$ cat src/hw/dls_pkg.sv
// Shared constants and types for the serial display link lane controller.
// Assumes a 40 MHz reference clock; all lane timing derives from it.
package dls_pkg;
  localparam int CLK_PERIOD_NS = 25;
  // Least hold time of one low-power line state
  localparam int T_LPX_NS      = 50;
  localparam int LPX_CYC       = (T_LPX_NS + CLK_PERIOD_NS - 1) / CLK_PERIOD_NS;
  localparam int TMR_W         = 4;
  localparam int NUM_LANES     = 3;
  localparam int LANE_CLK      = 0;
  localparam int LANE_D0       = 1;
  localparam int LANE_D1       = 2;
  localparam int MAX_STEPS     = 24;
  localparam int ESC_LEN       = 20;
  localparam int EXIT_LEN      = 2;
  localparam int HS_BITS       = 8;

  // Step code {hs, p, n}
  localparam logic [2:0] S_LP00 = 3'h0;
  localparam logic [2:0] S_LP01 = 3'h1;
  localparam logic [2:0] S_LP10 = 3'h2;
  localparam logic [2:0] S_LP11 = 3'h3;
  localparam logic [2:0] S_HS0  = 3'h5;

  localparam logic [7:0] ESC_ULPS = 8'h1e;

  localparam logic [2:0] CMD_HS_ENTER  = 3'h1;
  localparam logic [2:0] CMD_HS_EXIT   = 3'h2;
  localparam logic [2:0] CMD_ULP_ENTER = 3'h3;
  localparam logic [2:0] CMD_ULP_EXIT  = 3'h4;
  localparam logic [2:0] CMD_ESC       = 3'h5;

  typedef enum {ST_STOP, ST_SEQ, ST_HS, ST_ULP} dls_st_e;
  typedef logic [MAX_STEPS-1:0][2:0] dls_steps_t;
endpackage : dls_pkg

$ cat src/hw/dls_tmr_if.sv
// Start/done pair between a lane sequencer and its state-hold timer.
// Both ends run on the same reference clock.
`timescale 1ns/1ps
`default_nettype none
interface dls_tmr_if;
  logic start;
  logic done;
  modport owner (output start, input done);
  modport timer (input start, output done);
endinterface : dls_tmr_if
`default_nettype wire

$ cat src/hw/dls_lpx_timer.sv
// Hold timer for one low-power line state; done pulses LPX_CYC cycles after start.
// Assumes start is a one-cycle pulse from the same clock domain.
`timescale 1ns/1ps
`default_nettype none
module dls_lpx_timer
  import dls_pkg::*;
(
  input  wire logic ref_clk,
  input  wire logic rst,
  dls_tmr_if.timer  t
);
  localparam logic [TMR_W-1:0] LOAD = TMR_W'(LPX_CYC);
  logic [TMR_W-1:0] cnt_q;

  always_ff @(posedge ref_clk or posedge rst)
  begin
    if (rst)
      cnt_q <= '0;
    else if (t.start)
      cnt_q <= LOAD;
    else if (cnt_q != '0)
      cnt_q <= cnt_q - 1'b1;
  end

  assign t.done = (cnt_q == TMR_W'(1));
endmodule : dls_lpx_timer
`default_nettype wire

$ cat src/hw/dls_sync2.sv
// Two-flop level synchroniser for pins from outside the clock domain.
// The first stage feeds only the second.
`timescale 1ns/1ps
`default_nettype none
module dls_sync2
  import dls_pkg::*;
#(
  parameter int W = 2
)
(
  input  wire logic         ref_clk,
  input  wire logic         rst,
  input  wire logic [W-1:0] d,
  output logic      [W-1:0] q
);
  logic [W-1:0] meta_q;

  always_ff @(posedge ref_clk or posedge rst)
  begin
    if (rst)
    begin
      meta_q <= '0;
      q      <= '0;
    end
    else
    begin
      meta_q <= d;
      q      <= meta_q;
    end
  end
endmodule : dls_sync2
`default_nettype wire

$ cat src/hw/dls_host_ctrl.sv
// Host end of a serial display link: one clock lane and two data lanes.
// Drives lane line states, escape sequences and high-speed bursts on request.
// Assumes pad cells pick the high-speed driver when lane_hs is high.
`timescale 1ns/1ps
`default_nettype none
module dls_host_ctrl
  import dls_pkg::*;
(
  input  wire logic       ref_clk,
  input  wire logic       rst,
  input  wire logic       cmd_valid,
  input  wire logic [1:0] cmd_lane,
  input  wire logic [2:0] cmd_code,
  input  wire logic [7:0] cmd_esc,
  output logic            cmd_done,
  output logic            cmd_refused,
  input  wire logic [7:0] hs_byte0,
  input  wire logic [7:0] hs_byte1,
  output logic      [1:0] hs_take,
  output logic      [2:0] lane_p,
  output logic      [2:0] lane_n,
  output logic      [2:0] lane_oe,
  output logic      [2:0] lane_hs,
  output logic      [2:0] lane_busy,
  input  wire logic       lane0_rx_p,
  input  wire logic       lane0_rx_n,
  output logic      [1:0] lane0_rx_state,
  output logic            clock_low_power_mode,
  output logic            clock_ultra_low_power_mode,
  output logic            clock_high_speed_mode
);
  dls_st_e          st_arr   [NUM_LANES];
  logic [NUM_LANES-1:0] acc_w;
  logic [NUM_LANES-1:0] fin_w;
  logic [NUM_LANES-1:0] take_w;
  logic [1:0]           rx_sync;
  logic [7:0]           hs_byte [NUM_LANES];

  assign hs_byte[LANE_CLK] = '0;
  assign hs_byte[LANE_D0]  = hs_byte0;
  assign hs_byte[LANE_D1]  = hs_byte1;

  // Escape entry, command bits first to last, each a mark then a space
  function automatic dls_steps_t esc_steps(input logic [7:0] b);
    dls_steps_t s;
    s    = '0;
    s[0] = S_LP10;
    s[1] = S_LP00;
    s[2] = S_LP01;
    s[3] = S_LP00;
    for (int k = 0; k < 8; k++)
    begin
      s[4 + 2*k] = b[7-k] ? S_LP10 : S_LP01;
      s[5 + 2*k] = S_LP00;
    end
    return s;
  endfunction : esc_steps

  wire clk_hs_idle = (st_arr[LANE_CLK] == ST_HS);
  wire data_quiet  = (st_arr[LANE_D0] inside {ST_STOP, ST_ULP}) &&
                     (st_arr[LANE_D1] inside {ST_STOP, ST_ULP});

  for (genvar i = 0; i < NUM_LANES; i++)
  begin : g_lane
    localparam bit IS_CLK = (i == LANE_CLK);
    dls_tmr_if tif ();
    dls_lpx_timer u_tmr (
      .ref_clk (ref_clk),
      .rst     (rst),
      .t       (tif.timer)
    );

    dls_st_e      st_q;
    dls_st_e      nxt_q;
    dls_st_e      ld_nxt;
    dls_steps_t   steps_q;
    dls_steps_t   ld_steps;
    logic [4:0]   len_q;
    logic [4:0]   ld_len;
    logic [4:0]   idx_q;
    logic [1:0]   pn_q;
    logic         hs_q;
    logic         oe_q;
    logic         start_q;
    logic         take_q;
    logic         fin_q;
    logic         busy_q;
    logic [7:0]   sh_q;
    logic [2:0]   bit_q;

    wire sel      = cmd_valid && (cmd_lane == 2'(i));
    wire ok_hs_in = (st_q == ST_STOP) && (IS_CLK || clk_hs_idle);
    wire ok_hs_out = (st_q == ST_HS) && (!IS_CLK || data_quiet);
    wire ok_esc   = (st_q == ST_STOP) && (i == LANE_D0);
    wire ok = sel && ((cmd_code == CMD_HS_ENTER && ok_hs_in) ||
                      (cmd_code == CMD_HS_EXIT && ok_hs_out) ||
                      (cmd_code == CMD_ULP_ENTER && st_q == ST_STOP) ||
                      (cmd_code == CMD_ULP_EXIT && st_q == ST_ULP) ||
                      (cmd_code == CMD_ESC && ok_esc));
    wire last_step = (idx_q + 5'h01 >= len_q);
    wire byte_end  = (bit_q == 3'(HS_BITS - 1));

    always_comb
    begin
      ld_steps = '0;
      ld_len   = '0;
      ld_nxt   = ST_STOP;
      case (cmd_code)
        CMD_HS_ENTER:
        begin
          ld_steps[0] = S_LP01;
          ld_steps[1] = S_LP00;
          ld_steps[2] = S_HS0;
          ld_len      = 5'h03;
          ld_nxt      = ST_HS;
        end
        CMD_HS_EXIT:
        begin
          ld_steps[0] = S_HS0;
          ld_steps[1] = S_LP11;
          ld_len      = 5'h02;
          ld_nxt      = ST_STOP;
        end
        CMD_ULP_ENTER:
        begin
          if (IS_CLK)
          begin
            ld_steps[0] = S_LP10;
            ld_steps[1] = S_LP00;
            ld_len      = 5'h02;
          end
          else
          begin
            ld_steps = esc_steps(ESC_ULPS);
            ld_len   = 5'(ESC_LEN);
          end
          ld_nxt = ST_ULP;
        end
        CMD_ULP_EXIT:
        begin
          ld_steps[0] = S_LP10;
          ld_steps[1] = S_LP11;
          ld_len      = 5'h02;
          ld_nxt      = ST_STOP;
        end
        CMD_ESC:
        begin
          ld_steps                  = esc_steps(cmd_esc);
          ld_steps[ESC_LEN]         = S_LP10;
          ld_steps[ESC_LEN + 1]     = S_LP11;
          ld_len                    = 5'(ESC_LEN + EXIT_LEN);
          ld_nxt                    = ST_STOP;
        end
        default:
        begin
          ld_len = '0;
        end
      endcase
    end

    // Sequencer state and step walk
    always_ff @(posedge ref_clk or posedge rst)
    begin
      if (rst)
      begin
        st_q    <= ST_STOP;
        nxt_q   <= ST_STOP;
        steps_q <= '0;
        len_q   <= '0;
        idx_q   <= '0;
        busy_q  <= 1'b0;
        start_q <= 1'b0;
        fin_q   <= 1'b0;
      end
      else
      begin
        start_q <= 1'b0;
        fin_q   <= 1'b0;
        case (st_q)
          ST_SEQ:
          begin
            if (tif.done && last_step)
            begin
              st_q   <= nxt_q;
              fin_q  <= 1'b1;
              busy_q <= 1'b0;
            end
            else if (tif.done)
            begin
              idx_q   <= idx_q + 5'h01;
              start_q <= 1'b1;
            end
          end
          default:
          begin
            if (ok)
            begin
              st_q    <= ST_SEQ;
              nxt_q   <= ld_nxt;
              steps_q <= ld_steps;
              len_q   <= ld_len;
              idx_q   <= '0;
              start_q <= 1'b1;
              busy_q  <= 1'b1;
            end
          end
        endcase
      end
    end

    assign tif.start = start_q;

    wire [2:0] cur_step = (st_q == ST_SEQ && tif.done && !last_step) ?
                          steps_q[idx_q + 5'h01] : steps_q[0];

    // Line drive; reset leaves every lane at stop
    always_ff @(posedge ref_clk or posedge rst)
    begin
      if (rst)
      begin
        pn_q  <= S_LP11[1:0];
        hs_q  <= 1'b0;
        oe_q  <= 1'b0;
        sh_q  <= '0;
        bit_q <= '0;
        take_q <= 1'b0;
      end
      else
      begin
        oe_q   <= 1'b1;
        take_q <= 1'b0;
        if (ok)
        begin
          pn_q <= ld_steps[0][1:0];
          hs_q <= ld_steps[0][2];
        end
        else if (st_q == ST_SEQ && tif.done && !last_step)
        begin
          pn_q <= cur_step[1:0];
          hs_q <= cur_step[2];
        end
        else if (st_q == ST_SEQ && tif.done && nxt_q == ST_HS && !IS_CLK)
        begin
          sh_q   <= {hs_byte[i][6:0], 1'b0};
          pn_q   <= {hs_byte[i][7], ~hs_byte[i][7]};
          bit_q  <= '0;
          take_q <= 1'b1;
        end
        else if (st_q == ST_HS && IS_CLK)
        begin
          pn_q <= ~pn_q;
        end
        else if (st_q == ST_HS)
        begin
          pn_q  <= byte_end ? {hs_byte[i][7], ~hs_byte[i][7]} : {sh_q[7], ~sh_q[7]};
          sh_q  <= byte_end ? {hs_byte[i][6:0], 1'b0} : {sh_q[6:0], 1'b0};
          bit_q <= bit_q + 3'h1;
          take_q <= byte_end;
        end
      end
    end

    assign st_arr[i] = st_q;
    assign acc_w[i]  = ok;
    assign fin_w[i]  = fin_q;
    assign take_w[i] = take_q;
    assign lane_p[i]    = pn_q[1];
    assign lane_n[i]    = pn_q[0];
    assign lane_hs[i]   = hs_q;
    assign lane_oe[i]   = oe_q;
    assign lane_busy[i] = busy_q;
  end

  // Far end drives lane 0 back only after turnaround; level is watched here
  // Inverted so the cleared synchroniser reads as stop, not a false bridge
  dls_sync2 #(.W(2)) u_rx_sync (
    .ref_clk (ref_clk),
    .rst     (rst),
    .d       (~{lane0_rx_p, lane0_rx_n}),
    .q       (rx_sync)
  );

  wire any_req = cmd_valid;

  always_ff @(posedge ref_clk or posedge rst)
  begin
    if (rst)
    begin
      cmd_done                   <= 1'b0;
      cmd_refused                <= 1'b0;
      hs_take                    <= '0;
      lane0_rx_state             <= S_LP11[1:0];
      clock_low_power_mode       <= 1'b1;
      clock_ultra_low_power_mode <= 1'b0;
      clock_high_speed_mode      <= 1'b0;
    end
    else
    begin
      cmd_done       <= |fin_w;
      cmd_refused    <= any_req && !(|acc_w);
      hs_take        <= {take_w[LANE_D1], take_w[LANE_D0]};
      lane0_rx_state <= ~rx_sync;
      // Mode holds while a sequence is still walking
      if (st_arr[LANE_CLK] != ST_SEQ)
      begin
        clock_low_power_mode       <= (st_arr[LANE_CLK] == ST_STOP);
        clock_ultra_low_power_mode <= (st_arr[LANE_CLK] == ST_ULP);
        clock_high_speed_mode      <= (st_arr[LANE_CLK] == ST_HS);
      end
    end
  end
endmodule : dls_host_ctrl
`default_nettype wire

$ cat config.mk
export PLATFORM = sky130hd
export DESIGN_NAME = dls_host_ctrl
export DESIGN_NICKNAME = d
export VERILOG_FILES = /design/src/hw/dls_pkg.sv /design/src/hw/dls_tmr_if.sv /design/src/hw/dls_lpx_timer.sv /design/src/hw/dls_sync2.sv /design/src/hw/dls_host_ctrl.sv
export SDC_FILE = /design/constraint.sdc
export NUM_CORES = 1
export LEC_CHECK = 0
export BUFFER_PORTS_ARGS = -buffer_cell sky130_fd_sc_hd__buf_2
export CORE_MARGIN = 4
export CORE_UTILIZATION = 55
export DETAILED_ROUTE_END_ITERATION = 8
export GPL_TIMING_DRIVEN = 1
export HOLD_SLACK_MARGIN = 0.02
export PLACE_DENSITY = 0.76
export SLEW_MARGIN = 20
export SYNTH_ARGS = -nofsm -noshare
export SYNTH_HDL_FRONTEND = slang
export SYNTH_SLANG_ARGS = --single-unit
$ cat constraint.sdc
create_clock -name ref_clk -period 4.9 [get_ports ref_clk]
set_clock_uncertainty 0.1 [all_clocks]
set_input_delay 0.245 -clock ref_clk [delete_from_list [all_inputs] [get_ports ref_clk]]
set_output_delay 0.245 -clock ref_clk [all_outputs]
set_load 0.05 [all_outputs]
## Yosys cells after proc, flatten, opt, wreduce, memory -nomap -nowiden

Cells that the tools add are included.

| storage, ports and cells | value |
|---|---|
| flip-flop bits (word level) | 506 |
| output and inout port bits | 24 |
| word-level logic and storage cells | 387 |

| operators by class | value |
|---|---|
| $add $sub $neg | 8 |
| magnitude comparators | 6 |
| eq/ne operators | 38 |
| muxes and demuxes | 113 |
| bitwise gates (word level) | 14 |
| reduce and logical (&&, ||, !) cells | 90 |

Operators by type and width:

| operator | count |
|---|---|
| 2-to-1 mux 32 bit | 9 |
| equality test 32 x 3 -> 1 bit (second input constant) | 8 |
| equality test 32 x 2 -> 1 bit (second input constant) | 5 |
| logical NOT 32 bit | 5 |
| one-hot mux 56 bit (2 select lines) | 1 |
| equality test 32 x 1 -> 1 bit (second input constant) | 3 |
| 2-to-1 mux 5 bit | 12 |
| 2-to-1 mux 56 bit | 1 |
| 2-to-1 mux 8 bit | 6 |
| binary-select mux 3 bit (select 5 bit) | 3 |
| 2-to-1 mux 2 bit | 21 |
| 2-to-1 mux 1 bit | 41 |
| one-hot mux 5 bit (4 select lines) | 2 |
| logical AND 1 bit | 35 |
| != test 32 x 2 -> 1 bit (second input constant) | 1 |
| nonzero test 2 bit | 13 |
| 2-to-1 mux 4 bit | 6 |
| 2-to-1 mux 3 bit | 7 |
| nonzero test 4 bit | 5 |
| < comparator 5 x 6 -> 1 bit (second input constant) | 3 |
| != test 2 bit (second input constant) | 9 |
| adder 5 x 1 -> 5 bit (second input constant) | 3 |
| >= comparator 5 bit | 3 |
| one-hot mux 5 bit (3 select lines) | 1 |
| other kinds (20) | 66 |

## Depth between registers and ports, before layout

| logic depth | value |
|---|---|
| word-level depth | 12 |
| depth in mapped cells | 10 |

## Cells and area by module

Synthesis repeated with hierarchy kept, for this count alone.

| unflattened totals | value |
|---|---|
| cells, all modules | 862 |
| area total of the unflattened synthesis | 8590.7 um2 |

Modules (own cells, without submodules):

| module | instances | cells an instance | area an instance (um2) | seq. area each (um2) |
|---|---|---|---|---|
| dls_host_ctrl | 1 | 785 | 7724.9 | 3789.9 |
| dls_lpx_timer | 3 | 24 | 254.0 | 100.1 |
| dls_sync2 | 1 | 5 | 103.8 | 100.1 |

## Least setup slack after synthesis

No wires, ideal clock.

| timing | value |
|---|---|
| kind | register to register |
| start | register g_lane[0].idx_q[1] |
| end | register g_lane[0].idx_q[2] |
| library setup time | 0.126 ns |
| data arrival time | 2.602 ns |
| required time | 4.674 ns |
| setup slack | 2.072 ns |
| stages on the path, launching flop included | 10 |
| path buffers | 0 |
| clock period less this slack | 2.828 ns |
| cell sequence | dfrtp_1 -> ha_1 -> xnor2_1 -> inv_1 -> ha_1 -> o21ai_0 -> a21oi_1 -> o31a_1 -> o31a_1 -> a221o_1 |

| on the way | value |
|---|---|
| word-level cells in the longest chain between the ends | 5 |
| elaborated cells on any way between the ends | 8 |
| those cells by class | add/sub (1); order compare (1); eq/ne (1); mux (3); reduce/logical (2) |

Ends and longest elaborated chain:

| item | line | RTL |
|---|---|---|
| from (decl) | dls_host_ctrl.sv:80 | `logic [4:0] idx_q;` |
| from (signal assigned) | dls_host_ctrl.sv:190 | `idx_q <= idx_q + 5'h01;` |
| adder 5 x 1 -> 5 bit * | dls_host_ctrl.sv:100, dls_host_ctrl.sv:190 |  |
| >= comparator 5 bit | dls_host_ctrl.sv:100 | `wire last_step = (idx_q + 5'h01 >= len_q);` |
| logical AND 1 bit | dls_host_ctrl.sv:182 | `if (tif.done && last_step)` |
| != test 2 bit (no source line) | n/a |  |
| AND reduction 3 bit (no source line) | n/a |  |

Mark *: on every way between the ends. The rest lies on a longest branch, timed or not. The select of a mux whose other input is x is not followed.
A chain may end at the register's enable or synchronous reset.

## Worst setup path after layout

| timing | value |
|---|---|
| start | register g_lane[2].idx_q[0] |
| end | register g_lane[2].sh_q[3] |

| on the way | value |
|---|---|
| word-level cells in the longest chain between the ends | 6 |

Ends and longest elaborated chain:

| item | line | RTL |
|---|---|---|
| from (decl) | dls_host_ctrl.sv:80 |  |
| from (signal assigned) | dls_host_ctrl.sv:190 |  |
| adder 5 x 1 -> 5 bit | dls_host_ctrl.sv:100 |  |
| >= comparator 5 bit | dls_host_ctrl.sv:100 |  |
| logical NOT 1 bit | dls_host_ctrl.sv:237 | `else if (st_q == ST_SEQ && tif.done && !last_step)` |
| logical AND 1 bit | dls_host_ctrl.sv:237 |  |
| inverter 1 bit (no source line) | n/a |  |
| AND reduction 3 bit (no source line) | n/a |  |
| to (signal assigned) | dls_host_ctrl.sv:244 | `sh_q <= {hs_byte[i][6:0], 1'b0};` |
| to (signal assigned) | dls_host_ctrl.sv:256 | `sh_q <= byte_end ? {hs_byte[i][6:0], 1'b0} : {sh_q[6:0], 1'b0};` |
| to (decl) | dls_host_ctrl.sv:88 | `logic [7:0] sh_q;` |

No other way between the ends.

==> impl_metrics.tcl <==
set metrics [dict create \
    switching_power_mw 1.97 \
    antenna_found_initial 3 \
    synth_edf_count 0 \
    crit_path_max_incr_delay_ns 0.77 \
    r2r-end "g_lane[2].sh_q[3]" \
    grt_pass1_wl_mm 31.0 \
    ys.flop_type "dfrtp_1" \
    rsz0062_at_grt "no" \
    core_area_um2 15300 \
    die_h_um 133 \
    synth_cell_type_count 72 \
    drc 0 \
    finalCriticalPeriod_ns 3.71 \
    rrSetupSlack_ns 1.19 \
    vdd_ir_drop_max_mv 0.290 \
    hold_viol_final 0 \
    cp.depth 9 \
    pwr-share-seq_pct 38.2 \
    grt_max_degree 66 \
    arrival_ns 3.91 \
    relSlewSlack_pct 36.8 \
    port_buffers 57 \
    start_kind "flop" \
    fp.dieArea_um2 17700 \
    layout_common_cells "dfrtp_1, nand2_1, buf_2" \
    overflow 0 \
    via_per_inst 5.69 \
    max_freq_ghz 0.270 \
    nets 923 \
    critical_path_peak_fanout 16 \
    synth_cells 807 \
    worstSetupPathType "flop to flop" \
    cts_buffers 17 \
    combPwrFrac_pct 35.7 \
    syn_to_final_growth_pct 13.5 \
    num_rows 45 \
    hp-class "input pin to flop" \
    yosys_warnings 0 \
    endpoint_kind "flop" \
    ys_seq_area_share_pct 48.8 \
    drtIter0Drc 430 \
    syn-cell-area_um2 8590 \
    syn_area_per_cell_um2 10.6 \
    dpl_worst_slack_ns 1.31 \
    timing.final.ws_setup_ns 1.19 \
    status "complete, no violations" \
    crit_end "g_lane[2].sh_q[3]" \
    setup_violations 0 \
    grt_pass1_vias 6348 \
    clock-sinks 167 \
    synth_top_cell_area_share_pct 46.0 \
    vias 6155 \
    ios 58 \
    power_density_nw_per_um2 569 \
    post-route-period-util_pct 75.6 \
    cp.required_ns 5.10 \
    async_flop_share_pct 100 \
    cts_setup_buffers 0 \
    crit_chain "ha_1, xor2_1, ha_1, o21ai_0, o211ai_1, o21ai_1, buf_4, nor3_4, mux2_2" \
    drive_gt1_share_pct 20.6 \
    crit_start "g_lane[2].idx_q[0]" \
    p_int_mw 3.57 \
    synth_seq_cells 167 \
    synthesis.nets 874 \
    reg2reg_depth 9 \
    final_common_cell "dfrtp_1" \
    cp_num_buf_inv 1 \
    p_leak_nw 4.70 \
    routedWlPerCell_um 16.5 \
    synth_top_area_cell "dfrtp_1" \
    die_w_um 133 \
    grt_usage_pct 21.4 \
    cp_top_family "XOR/XNOR gates" \
    hold_slack_ns 0.0726 \
    crit_top_cell "ha_1" \
    hpwl_mm 12.5 \
    maxCapViolCount 0 \
    crit_slowest_cell "xor2_1" \
    first_pass_iters 5 \
    synth_area_leaders "dfrtp_1, mux2_2, ha_1, nand2_1, dfstp_2" \
    htreeDepth 4 \
    clk_path_buf_depth 2 \
    ant_nets 0 \
    pwr-share-clk_pct 26.0 \
    cts-root-buf "clkbuf_16" \
    clock_latency_ns 0.42 \
    worstReg2RegStart "g_lane[2].idx_q[0]" \
    finalWeightedCongestion 0.830 \
    finalSetupTns_ns 0 \
    worst_pin_slew_ns 0.945 \
    clkTransAtPathRegs_ns 0.06 \
    switching_share_pct 35.6 \
    cts_resized 0 \
    initial_core_util_pct 56.3 \
    cts_tree "done" \
    wl_mm 17.8 \
    slew_viol_final 0 \
]
==> worst min-delay path: stages <==
cell and delay, ns:
buf_2 0.07, nor2b_1 0.10, mux2_2 0.14
==> logic make-up after synthesis <==
family,synth area share [%]
and+or+nand+nor,15.7
DFF,48.8
muxes,10.1
other,0.0437
adders and majority gates,4.81
AOI/OAI and AO/OA,13.7
xor gates and xnor gates,1.84
buffers and inverters,5.08
==> power by group through the flow <==
stage	Clock [mW]	Sequential (mW)	Combinational [mW]
2_1_floorplan	0	2.15	1.54
3_3_place_gp	0	2.10	1.88
3_5_place_dp	0	2.14	1.98
4_1_cts	1.47	2.12	2.00
5_1_grt	1.53	2.17	2.20
6_report	1.44	2.12	1.98
==> routing by layer <==
layer | part of all wire (%) | track usage (%)
met1 | 44 | 28.2
met2 | 50 | 35.2
met3 | 4.0 | 5.29
met4 | 1.3 | 6.29
met5 | 0.12 | 0
==> area by class of cell <==
| type | count | area [µm²] |
|---|---|---|
| sequential | 167 | 4190 |
| fill | 1191 | 5510 |
| timing repair buffer | 79 | 480 |
| multi-input combinational | 540 | 3970 |
| inverter | 51 | 196 |
| antenna | 1 | 2.50 |
| clock buffer | 21 | 480 |
| clock inverter | 11 | 170 |
| tap | 211 | 264 |
==> flip-flops by register name, indices dropped and copies added, names as in the netlist, 3 cells and up <==
name and cells:
g_lane.bit_q 6, g_lane.busy_q 3, g_lane.fin_q 3, g_lane.hs_q 3, g_lane.idx_q 15, g_lane.len_q 6
g_lane.nxt_q 6, g_lane.pn_q 6, g_lane.sh_q 14, g_lane.st_q 6, g_lane.start_q 3, g_lane.steps_q 68
g_lane.u_tmr.cnt_q 12
==> worst min-delay path by stage <==
| stage | from | slack [ns] | cells after the start | endpoint |
|---|---|---|---|---|
| final | hs_byte1[0] | 0.07 | 3 | g_lane[2].sh_q[1] |
| after global routing | hs_byte1[0] | 0.07 | 3 | g_lane[2].sh_q[1] |
| after CTS | hs_byte1[0] | 0.06 | 3 | g_lane[2].sh_q[1] |
| after global placement | rst | 0.19 | 2 | g_lane[0].steps_q[49] |
| after detailed placement | rst | 0.20 | 2 | g_lane[0].steps_q[49] |
| after floorplan | lane0_rx_n | 0.20 | 1 | u_rx_sync.meta_q[0] |
==> metrics by stage <==
step	area, µm²	total power [mW]	instances	utilization, %
CTS	9750	5.58	1080	63.9
detailed placement	8980	4.12	1036	58.8
finish	9750	5.55	1081	63.9
global placement	8980	3.98	1036	58.8
global route	9750	5.91	1081	63.9
floorplan	8590	3.68	807	-
==> cells in the mapped netlist (11+ instances only) <==
cell type / number
dfrtp_1: 158
nand2_1: 67
inv_1: 51
mux2_2: 46
nor2_1: 42
o21ai_0: 39
ha_1: 33
and2_1: 30
clkbuf_1: 26
a21oi_1: 23
nand3_1: 22
mux2i_1: 18
a21o_1: 13
or3_1: 13
xnor2_1: 13
o211ai_1: 12
buf_4: 11
nand2b_1: 11
nor2b_1: 11
==> timing repair <==
| item | in CTS | in global routing |
|---|---|---|
| endpoints found under the setup margin | 0 | 0 |
| hold buffers | 12 | 0 |
| endpoints found under the hold margin | 54 | 0 |
Power figures use the tool's default switching activity.
